<file path="src/rtl/tmr2_regs.svh">
// register offsets, field positions, reset values and overflow count for the timer 2 block
// assumes a 32-bit apb slave with one aligned word per register
`ifndef TMR2_REGS_SVH
`define TMR2_REGS_SVH
// byte offsets
`define TMR2_OFF_CTRL 12'h000
`define TMR2_OFF_STAT 12'h004
`define TMR2_OFF_VALUE 12'h008
`define TMR2_OFF_VALUE_HI 12'h00c
`define TMR2_OFF_RELOAD 12'h010
`define TMR2_OFF_RELOAD_HI 12'h014
`define TMR2_OFF_CAPCOMP 12'h018
`define TMR2_OFF_CAPCOMP_HI 12'h01c
// control field positions
`define TMR2_CTRL_RUN 0
`define TMR2_CTRL_SSHOT 1
`define TMR2_CTRL_GATE 2
`define TMR2_CTRL_CNTSEL 3
`define TMR2_CTRL_DUAL 4
`define TMR2_CTRL_IRQEN 5
`define TMR2_CTRL_CPRL 6
`define TMR2_CTRL_EDGE_LO 8
`define TMR2_CTRL_DIV_LO 12
`define TMR2_CTRL_OE_LO 16
`define TMR2_CTRL_POL_LO 20
// status field positions
`define TMR2_STAT_OVF 0
`define TMR2_STAT_CMP 1
`define TMR2_STAT_OUTCLK 2
// reset values
`define TMR2_RST_CTRL 32'h0000_0000
`define TMR2_RST_WORD16 16'h0000
// all ones count that counts as overflow
`define TMR2_OVF_VALUE 16'hffff
`endif

</file>
<file path="src/rtl/tmr2_pkg.sv">
// types shared by the timer 2 block
// assumes the constants header is included by users
package tmr2_pkg;
	// operating mode decoded from control bits
	typedef enum logic [2:0] {
		TMR2_RELOAD_CMP,
		TMR2_CAPTURE16,
		TMR2_COUNTER16,
		TMR2_DUAL8_TIMER,
		TMR2_DUAL8_CAPTURE,
		TMR2_DUAL8_COUNTER
	} tmr2_mode_type;
	// control register fields
	typedef struct packed {
		logic [1:0] polarity_field;
		logic [1:0] output_enable_field;
		logic [2:0] prescale_field;
		logic [1:0] edge_function_field;
		logic capture_reload_enable;
		logic timer_irq_enable;
		logic dual_byte_mode_sel;
		logic counter_select;
		logic gate_enable;
		logic single_shot_bit;
		logic run_control;
	} tmr2_ctrl_type;
	// pin outputs as one bundle
	typedef struct packed {
		logic [1:0] level;
		logic [1:0] enable;
	} tmr2_pins_type;
endpackage

</file>
<file path="src/rtl/tmr2_core.sv">
// timer 2 core: 16-bit reload/compare timer with toggling pwm output on two pins
// assumes a synchronous apb master on clk_i and synchronous pin inputs
`timescale 1ns/100ps
`include "tmr2_regs.svh"

// Behaviour
// - count value register, high byte separately reachable
// - dual 8-bit mode: high byte unwritable, cleared by word writes, reads zero at its own offset
// - reload register with separate high-byte access
// - capture/compare register with high-byte access
// - decode capture, counter and dual modes
// - reload/compare mode when dual, counter select and edge clear
// - count only while run or single-shot bit set
// - timer ticks at prescaled system clock
// - count up, reload on overflow
// - overflow flag set at all-ones count
// - irq while overflow flag set and enabled
// - compare match sets status flag, may interrupt
// - compare outside counting range never matches
// - output clock toggles after match or overflow
// - enable bits route output clock to pins
// - polarity bit xor'ed onto pin output
// - polarity takes effect on enable rising
// - single shot runs until overflow, self-clears
// - gating blocks clock when pin equals polarity and primary output is disabled
module tmr2_core #(
	parameter int CNT_W = 16, // timer width
	parameter logic [63:0] DIV_TABLE = 64'h0000_0000_7654_3210 // log2 ratio per code, 8 x 4 bits (lower half)
) (
	input wire logic clk_i,
	input wire logic rstn_i,
	input wire logic ce_i,
	input wire logic psel_i,
	input wire logic penable_i,
	input wire logic pwrite_i,
	input wire logic [11:0] paddr_i,
	input wire logic [31:0] pwdata_i,
	output logic [31:0] prdata_o,
	output logic pready_o,
	output logic pslverr_o,
	input wire logic primary_pin_i,
	output logic primary_pin_o,
	output logic primary_pin_oe_o,
	output logic secondary_pin_o,
	output logic secondary_pin_oe_o,
	output logic irq_o
);
	tmr2_pkg::tmr2_ctrl_type ctrl_q; // control bits
	tmr2_pkg::tmr2_mode_type mode; // decoded mode
	tmr2_pkg::tmr2_pins_type pins_q; // registered pin drive
	logic [CNT_W-1:0] value_q; // count value register
	logic [CNT_W-1:0] reload_q; // reload value register
	logic [CNT_W-1:0] capcomp_q; // capture/compare register
	logic ovf_flag_q; // overflow flag
	logic cmp_flag_q; // compare status flag
	logic outclk_q; // internal output clock
	logic toggle_q; // toggle pending for next cycle
	logic [1:0] pol_eff_q; // polarity latched on enable rising
	logic [1:0] oe_prev_q; // enable bits one cycle ago
	logic [7:0] pre_q; // prescale counter
	logic tick; // prescaled timer tick
	logic gated; // gate blocks clock
	logic running; // run or single shot
	logic at_ovf; // count at overflow value
	logic in_range; // compare value inside counting range
	logic cmp_hit; // compare match on this tick
	logic ovf_hit; // overflow on this tick
	logic wr_en; // apb write strobe
	logic [31:0] rd_mux; // read data before register
	logic addr_ok; // mapped address

	// divide ratio lookup, used only for the tick compare of the prescaler
	function automatic logic [7:0] div_mask(input logic [2:0] code);
		logic [3:0] sh;
		sh = DIV_TABLE[code*4 +: 4];
		div_mask = 8'((9'h001 << sh) - 9'h001);
	endfunction

	// decode mode from control bits
	always_comb begin
		case ({ctrl_q.dual_byte_mode_sel, ctrl_q.counter_select, ctrl_q.edge_function_field != 2'h0})
			3'b000: mode = tmr2_pkg::TMR2_RELOAD_CMP;
			3'b001: mode = tmr2_pkg::TMR2_CAPTURE16;
			3'b011: mode = tmr2_pkg::TMR2_COUNTER16;
			3'b010: mode = tmr2_pkg::TMR2_COUNTER16; // counter with no edge holds
			3'b100: mode = tmr2_pkg::TMR2_DUAL8_TIMER;
			3'b101: mode = tmr2_pkg::TMR2_DUAL8_CAPTURE;
			3'b110: mode = tmr2_pkg::TMR2_DUAL8_COUNTER;
			3'b111: mode = tmr2_pkg::TMR2_DUAL8_COUNTER;
			default: mode = tmr2_pkg::TMR2_RELOAD_CMP;
		endcase
	end

	// apb slave is always ready, no wait states
	assign pready_o = 1'b1;
	assign wr_en = psel_i & penable_i & pwrite_i & ce_i;
	assign addr_ok = (paddr_i[11:5] == 7'h00) && (paddr_i[1:0] == 2'h0);
	assign pslverr_o = psel_i & penable_i & ~addr_ok;

	// gating, run and tick conditions
	assign gated = ctrl_q.gate_enable & ~ctrl_q.output_enable_field[0]
		& (primary_pin_i == ctrl_q.polarity_field[0]);
	assign running = (ctrl_q.run_control | ctrl_q.single_shot_bit) & ~gated;
	assign tick = running && (mode == tmr2_pkg::TMR2_RELOAD_CMP)
		&& ((pre_q & div_mask(ctrl_q.prescale_field)) == div_mask(ctrl_q.prescale_field));
	assign at_ovf = value_q == `TMR2_OVF_VALUE;
	assign in_range = capcomp_q >= reload_q;
	assign ovf_hit = tick & at_ovf;
	assign cmp_hit = tick & in_range & (value_q == capcomp_q);

	// prescale counter free runs while running
	always_ff @(posedge clk_i) begin
		if (!rstn_i) begin
			pre_q <= 8'h00;
		end else if (ce_i) begin
			if (running) begin
				pre_q <= pre_q + 8'h01;
			end else begin
				pre_q <= 8'h00;
			end
		end
	end

	// control register with single-shot self-clear
	always_ff @(posedge clk_i) begin
		if (!rstn_i) begin
			ctrl_q <= tmr2_pkg::tmr2_ctrl_type'(`TMR2_RST_CTRL);
		end else if (ce_i) begin
			if (wr_en && paddr_i == `TMR2_OFF_CTRL) begin
				ctrl_q.run_control <= pwdata_i[`TMR2_CTRL_RUN];
				ctrl_q.single_shot_bit <= pwdata_i[`TMR2_CTRL_SSHOT] | (ctrl_q.single_shot_bit & ~ovf_hit);
				ctrl_q.gate_enable <= pwdata_i[`TMR2_CTRL_GATE];
				ctrl_q.counter_select <= pwdata_i[`TMR2_CTRL_CNTSEL];
				ctrl_q.dual_byte_mode_sel <= pwdata_i[`TMR2_CTRL_DUAL];
				ctrl_q.timer_irq_enable <= pwdata_i[`TMR2_CTRL_IRQEN];
				ctrl_q.capture_reload_enable <= pwdata_i[`TMR2_CTRL_CPRL];
				ctrl_q.edge_function_field <= pwdata_i[`TMR2_CTRL_EDGE_LO +: 2];
				ctrl_q.prescale_field <= pwdata_i[`TMR2_CTRL_DIV_LO +: 3];
				ctrl_q.output_enable_field <= pwdata_i[`TMR2_CTRL_OE_LO +: 2];
				ctrl_q.polarity_field <= pwdata_i[`TMR2_CTRL_POL_LO +: 2];
			end else if (ovf_hit) begin
				ctrl_q.single_shot_bit <= 1'b0;
			end
		end
	end

	// count value: software loads, timer counts and reloads
	always_ff @(posedge clk_i) begin
		if (!rstn_i) begin
			value_q <= `TMR2_RST_WORD16;
		end else if (ce_i) begin
			if (wr_en && paddr_i == `TMR2_OFF_VALUE) begin
				value_q <= pwdata_i[CNT_W-1:0];
				if (ctrl_q.dual_byte_mode_sel) begin
					value_q[CNT_W-1:8] <= 8'h00;
				end
			end else if (wr_en && paddr_i == `TMR2_OFF_VALUE_HI) begin
				if (!ctrl_q.dual_byte_mode_sel) begin
					value_q[CNT_W-1:8] <= pwdata_i[7:0];
				end
			end else if (ovf_hit) begin
				value_q <= reload_q;
			end else if (tick) begin
				value_q <= value_q + 16'h0001;
			end
		end
	end

	// reload and compare registers, full word and high byte
	always_ff @(posedge clk_i) begin
		if (!rstn_i) begin
			reload_q <= `TMR2_RST_WORD16;
			capcomp_q <= `TMR2_RST_WORD16;
		end else if (ce_i && wr_en) begin
			case (paddr_i)
				`TMR2_OFF_RELOAD: reload_q <= pwdata_i[CNT_W-1:0];
				`TMR2_OFF_RELOAD_HI: reload_q[CNT_W-1:8] <= pwdata_i[7:0];
				`TMR2_OFF_CAPCOMP: capcomp_q <= pwdata_i[CNT_W-1:0];
				`TMR2_OFF_CAPCOMP_HI: capcomp_q[CNT_W-1:8] <= pwdata_i[7:0];
				default: begin
				end
			endcase
		end
	end

	// sticky flags: set wins over a software clear (write one to clear)
	always_ff @(posedge clk_i) begin
		if (!rstn_i) begin
			ovf_flag_q <= 1'b0;
			cmp_flag_q <= 1'b0;
		end else if (ce_i) begin
			if (ovf_hit) begin
				ovf_flag_q <= 1'b1;
			end else if (wr_en && paddr_i == `TMR2_OFF_STAT && pwdata_i[`TMR2_STAT_OVF]) begin
				ovf_flag_q <= 1'b0;
			end
			if (cmp_hit) begin
				cmp_flag_q <= 1'b1;
			end else if (wr_en && paddr_i == `TMR2_OFF_STAT && pwdata_i[`TMR2_STAT_CMP]) begin
				cmp_flag_q <= 1'b0;
			end
		end
	end

	// interrupt request level
	always_ff @(posedge clk_i) begin
		if (!rstn_i) begin
			irq_o <= 1'b0;
		end else if (ce_i) begin
			irq_o <= ctrl_q.timer_irq_enable & (ovf_flag_q | cmp_flag_q);
		end
	end

	// output clock toggles the cycle after a match or overflow, once if both coincide
	always_ff @(posedge clk_i) begin
		if (!rstn_i) begin
			toggle_q <= 1'b0;
			outclk_q <= 1'b0;
		end else if (ce_i) begin
			toggle_q <= cmp_hit | ovf_hit;
			if (toggle_q) begin
				outclk_q <= ~outclk_q;
			end
		end
	end

	// polarity captured only when an enable bit rises
	always_ff @(posedge clk_i) begin
		if (!rstn_i) begin
			oe_prev_q <= 2'h0;
			pol_eff_q <= 2'h0;
		end else if (ce_i) begin
			oe_prev_q <= ctrl_q.output_enable_field;
			for (int i = 0; i < 2; i++) begin
				if (ctrl_q.output_enable_field[i] && !oe_prev_q[i]) begin
					pol_eff_q[i] <= ctrl_q.polarity_field[i];
				end
			end
		end
	end

	// pin drive registers
	always_ff @(posedge clk_i) begin
		if (!rstn_i) begin
			pins_q <= '0;
		end else if (ce_i) begin
			pins_q.enable <= ctrl_q.output_enable_field;
			pins_q.level <= {2{outclk_q}} ^ pol_eff_q;
		end
	end
	assign primary_pin_o = pins_q.level[0];
	assign primary_pin_oe_o = pins_q.enable[0];
	assign secondary_pin_o = pins_q.level[1];
	assign secondary_pin_oe_o = pins_q.enable[1];

	// read mux
	always_comb begin
		rd_mux = 32'h0000_0000;
		case (paddr_i)
			`TMR2_OFF_CTRL: begin
				rd_mux[`TMR2_CTRL_RUN] = ctrl_q.run_control;
				rd_mux[`TMR2_CTRL_SSHOT] = ctrl_q.single_shot_bit;
				rd_mux[`TMR2_CTRL_GATE] = ctrl_q.gate_enable;
				rd_mux[`TMR2_CTRL_CNTSEL] = ctrl_q.counter_select;
				rd_mux[`TMR2_CTRL_DUAL] = ctrl_q.dual_byte_mode_sel;
				rd_mux[`TMR2_CTRL_IRQEN] = ctrl_q.timer_irq_enable;
				rd_mux[`TMR2_CTRL_CPRL] = ctrl_q.capture_reload_enable;
				rd_mux[`TMR2_CTRL_EDGE_LO +: 2] = ctrl_q.edge_function_field;
				rd_mux[`TMR2_CTRL_DIV_LO +: 3] = ctrl_q.prescale_field;
				rd_mux[`TMR2_CTRL_OE_LO +: 2] = ctrl_q.output_enable_field;
				rd_mux[`TMR2_CTRL_POL_LO +: 2] = ctrl_q.polarity_field;
			end
			`TMR2_OFF_STAT: begin
				rd_mux[`TMR2_STAT_OVF] = ovf_flag_q;
				rd_mux[`TMR2_STAT_CMP] = cmp_flag_q;
				rd_mux[`TMR2_STAT_OUTCLK] = outclk_q;
			end
			`TMR2_OFF_VALUE: rd_mux[CNT_W-1:0] = value_q;
			`TMR2_OFF_VALUE_HI: rd_mux[7:0] = ctrl_q.dual_byte_mode_sel ? 8'h00 : value_q[CNT_W-1:8];
			`TMR2_OFF_RELOAD: rd_mux[CNT_W-1:0] = reload_q;
			`TMR2_OFF_RELOAD_HI: rd_mux[7:0] = reload_q[CNT_W-1:8];
			`TMR2_OFF_CAPCOMP: rd_mux[CNT_W-1:0] = capcomp_q;
			`TMR2_OFF_CAPCOMP_HI: rd_mux[7:0] = capcomp_q[CNT_W-1:8];
			default: rd_mux = 32'h0000_0000;
		endcase
	end

	// read data register, loaded in the setup cycle of a read
	always_ff @(posedge clk_i) begin
		if (!rstn_i) begin
			prdata_o <= 32'h0000_0000;
		end else if (ce_i && psel_i && !penable_i && !pwrite_i) begin
			prdata_o <= rd_mux;
		end
	end
endmodule

</file>
<file path="config.mk">
export PLATFORM = sky130hd
export DESIGN_NAME = tmr2_core
export DESIGN_NICKNAME = d
export VERILOG_FILES = /design/src/rtl/tmr2_pkg.sv /design/src/rtl/tmr2_core.sv
export VERILOG_INCLUDE_DIRS = /design/src /design/src/rtl
export SDC_FILE = /design/constraint.sdc
export NUM_CORES = 1
export LEC_CHECK = 0
export BUFFER_PORTS_ARGS = -buffer_cell sky130_fd_sc_hd__buf_2
export CAP_MARGIN = 20
export CELL_PAD_IN_SITES_DETAIL_PLACEMENT = 0
export CELL_PAD_IN_SITES_GLOBAL_PLACEMENT = 1
export CORE_ASPECT_RATIO = 1.75
export CORE_UTILIZATION = 39
export CTS_CLUSTER_DIAMETER = 50
export DETAILED_ROUTE_END_ITERATION = 10
export GPL_TIMING_DRIVEN = 0
export PLACE_DENSITY_LB_ADDON = 0.3
export SYNTH_ARGS = -nofsm -noshare
export SYNTH_HDL_FRONTEND = slang
export SYNTH_SLANG_ARGS = --single-unit
export TNS_END_PERCENT = 20
</file>
<file path="constraint.sdc">
create_clock -name clk_i -period 2.7 [get_ports clk_i]
set_clock_uncertainty 0.05 [all_clocks]
set_input_delay 0.81 -clock clk_i [delete_from_list [all_inputs] [get_ports clk_i]]
set_output_delay 0.81 -clock clk_i [all_outputs]
set_load 0.01 [all_outputs]
</file>
==> out/results.ini <==
[status]
run_status = complete, no violations

[critical_path]
worstSetupPathDepth = 6
critical-path-top-cell-by-count = buf_2
setup.worst_path.end_class = primary output
worst-path-max-fanout = 3
setup.worst_path.start_class = input port
crit_path_top_delay_cell = nor4_4
critPathKind = input port to primary output
worst-r2r-setup-slack_ns = 0.09
worst_path_dominant_cell_family = simple AND/OR/NAND/NOR gates
arrival_time_of_data_at_the_critical_path_endpoint_ns = 1.80
critical_path.cell_chain = buf_2, nor4_4, buf_4, nand3_4, and3_4, buf_2
max_stage_delay_ns = 0.28
timing.critical_path.required_ns = 1.84
critical_path_buf_inv_count = 3
worst_reg2reg_path_depth = 9

[route]
total_detailed_routing_wirelength_um = 26000
drt-pass1-iter-count = 5
ant_nets = 0
drc = 0
drt-wirelength-per-cell_um = 25.1
routed_via_density = 6.17
detail_route.iter0.violations = 578
vias = 6387

[clock_network]
clk_pin_slew_ns = 0.08
cts_buffers = 9
cts_tree = done
cts.sinks = 102
htree_num_levels = 3
worst_skew_pair.late_latency_ns = 0.36
max-clock-path-buffers = 2
cts_root_buffer = clkbuf_16
cts_hold_repair.buffers = 0

[synth]
ys_seq_area_frac = 0.336
postSynthAreaPerCell_um2 = 8.24
post_synth_instance_area_mm2 = 0.00608
edff_count_synth = 0
synth-seq-cells = 102
dominant_register_cell_in_the_synthesized_netlist = dfxtp_1
synth.top_cell.area_share = 0.336
yosysWarnings = 0
ys_async_sr_fraction = 0
netlist_instances = 738
post_synth_main_area_contributors = dfxtp_1 (34%), mux2i_1 (5.3%), nand2_1 (5.2%)
synth_top_area_cell = dfxtp_1
synth.distinct_cells = 73

[timing]
period_share = 0.984
relSlewSlack = 0.362
setup_viol_count_final = 0
finalWorstPathRequiredPeriod_ns = 2.66
slew_viol_final = 0
worst_slew_pin_slew_ns = 0.949
count_of_endpoints_failing_hold_in_the_final_timing_report = 0
grt_setup_unrepaired = yes
fmax_mhz = 377

[finish]
filler_cell_count = 1546
final_layout_size_suffix_gt1_frac = 0.221
flow.area_growth_from_synthesis_pct = 20.2
finalCoreUtilization = 0.477
layout.cells.most_common_list = dfxtp_1 (98), nand2_1 (85), buf_2 (74)
finalNetCount = 913
layout_commonest_cell = dfxtp_1
instances_no_fill = 1035

[worst_hold_path]
min-delay-path-class = flip-flop to flip-flop
worst_hold_path.num_cells = 2

[power_and_ir_drop]
leakagePower_nw = 2.73
vdd_ir_drop_max_v = 0.000295
fin_total_pwr_mw = 3.09
power.density_mw_per_mm2 = 423

[floorplan]
core_region_area_mm2 = 0.0153
fp.dieArea_mm2 = 0.0161
die-height_um = 167
initial_core_utilization = 0.397
die_w_um = 96.4
row_count = 60
ioPinCount = 90

[placed_design]
placed_cells_incl_taps = 996
last_weighted_congestion_value_of_the_routability_driven_placer = 0.968
hpwl_um = 19600
portBuffers = 61

[grt]
globalRouteOverflowTotal = 0
grt_start_max_net_pins = 21
first_global_vias = 6186
grt_use_total = 0.328
antenna_violations_before_repair = 0
wire_length_of_the_first_global_routing_pass_um = 37600

[run]
drv.max_cap_violation_count = 0

==> path summary, 6_finish.rpt <==
kind                                    from           end
worst min-delay path            prdata_o[17]  prdata_o[17]
worst max register to register    ctrl_q[10]   value_q[15]
worst min register to register  prdata_o[17]  prdata_o[17]
worst max-delay path             paddr_i[10]     pslverr_o
==> cell usage after synthesis (5+ instances only) <==
| library cell | count |
|---|---|
| dfxtp_1 | 102 |
| nand2_1 | 85 |
| nor2_1 | 75 |
| a21oi_1 | 50 |
| mux2i_1 | 32 |
| a211oi_1 | 28 |
| clkbuf_1 | 24 |
| nand3_1 | 23 |
| xnor2_1 | 23 |
| ha_1 | 19 |
| inv_1 | 19 |
| o21ai_0 | 19 |
| a22oi_1 | 18 |
| xor2_1 | 16 |
| buf_2 | 15 |
| buf_4 | 15 |
| nand4_1 | 14 |
| a31oi_1 | 13 |
| o211ai_1 | 11 |
| a222oi_1 | 10 |
| nor3_1 | 9 |
| and3_1 | 8 |
| nand2b_1 | 7 |
| o22ai_1 | 7 |
| and4_1 | 6 |
| a31o_2 | 5 |
| buf_1 | 5 |
| mux2_2 | 5 |
==> cell families after synthesis <==
logic type / share of synthesized area
fa+ha+maj: 0.0391
flops: 0.336
compound gates: 0.224
simple gates: 0.209
mux: 0.0657
other cells: 0.00124
xor+xnor: 0.0562
buf+inv: 0.0694
==> metal layers <==
layer	track usage	wire, µm	up-vias	part of all wire
li1	-	-	2874	-
met1	0.349	9190	3039	0.35
met4	0.274	2410	0	0.093
met2	0.546	12800	362	0.49
met3	0.0559	1670	112	0.064
met5	0	0	-	0
==> report_power, final <==
part / internal, mW / switching (mW) / total [mW]
clock network: 0.661 / 0.684 / 1.34
logic: 0.0703 / 0.167 / 0.237
registers: 1.51 / 0.00537 / 1.51
total: 2.24 / 0.856 / 3.09
==> state kept, by name (all words and copies together), names as in the netlist <==
signal              flops
toggle_q                1
secondary_pin_o         1
irq_o                   1
value_q                16
pre_q                   7
secondary_pin_oe_o      1
prdata_o               20
primary_pin_oe_o        1
capcomp_q              16
reload_q               16
ovf_flag_q              1
ctrl_q                 16
primary_pin_o           1
cmp_flag_q              1
outclk_q                1
pol_eff_q               2
==> through the flow <==
| step | hold slack, ns | TNS (ns) | setup slack, ns | area, µm² |
|---|---|---|---|---|
| final | 0.412 | 0 | 0.0445 | 7310 |
| after global routing | 0.436 | -0.0198 | -0.0119 | 7300 |
| after CTS | 0.415 | -0.0588 | -0.0458 | 7120 |
| after detailed placement | 0.404 | -29.27 | -0.623 | 6660 |
| after global placement | 0.393 | -25.74 | -0.568 | 6660 |
| after floorplan | 0.387 | 0 | 0.145 | 6120 |
==> final cells by class <==
cell class	count	area [µm²]	share of cell area
clock inverters	7	71.3	0.00976
clock buffers	9	225	0.0308
diodes	1	2.50	0.000342
flip-flops and latches	102	2050	0.281
inverters	20	75.1	0.0103
well taps	186	233	0.0318
multi-input cells	563	3800	0.520
repair buffers	86	505	0.0692
plain buffers	61	344	0.0471
==> tightest hold or removal path: cells and delay by family (launching register included) <==
kind | cells | cell delay [ns]
flops | 1 | 0.32
simple gates | 1 | 0.05
compound gates | 1 | 0.05
==> what timing repair did <==
item                                   CTS  global route
endpoints found under the hold margin    0             0
setup endpoints to repair               55            50
buffers inserted                        15            10
gates resized for setup                 16            24
pin swaps                                8             9
No activity file was read; power rests on OpenSTA's default activity.
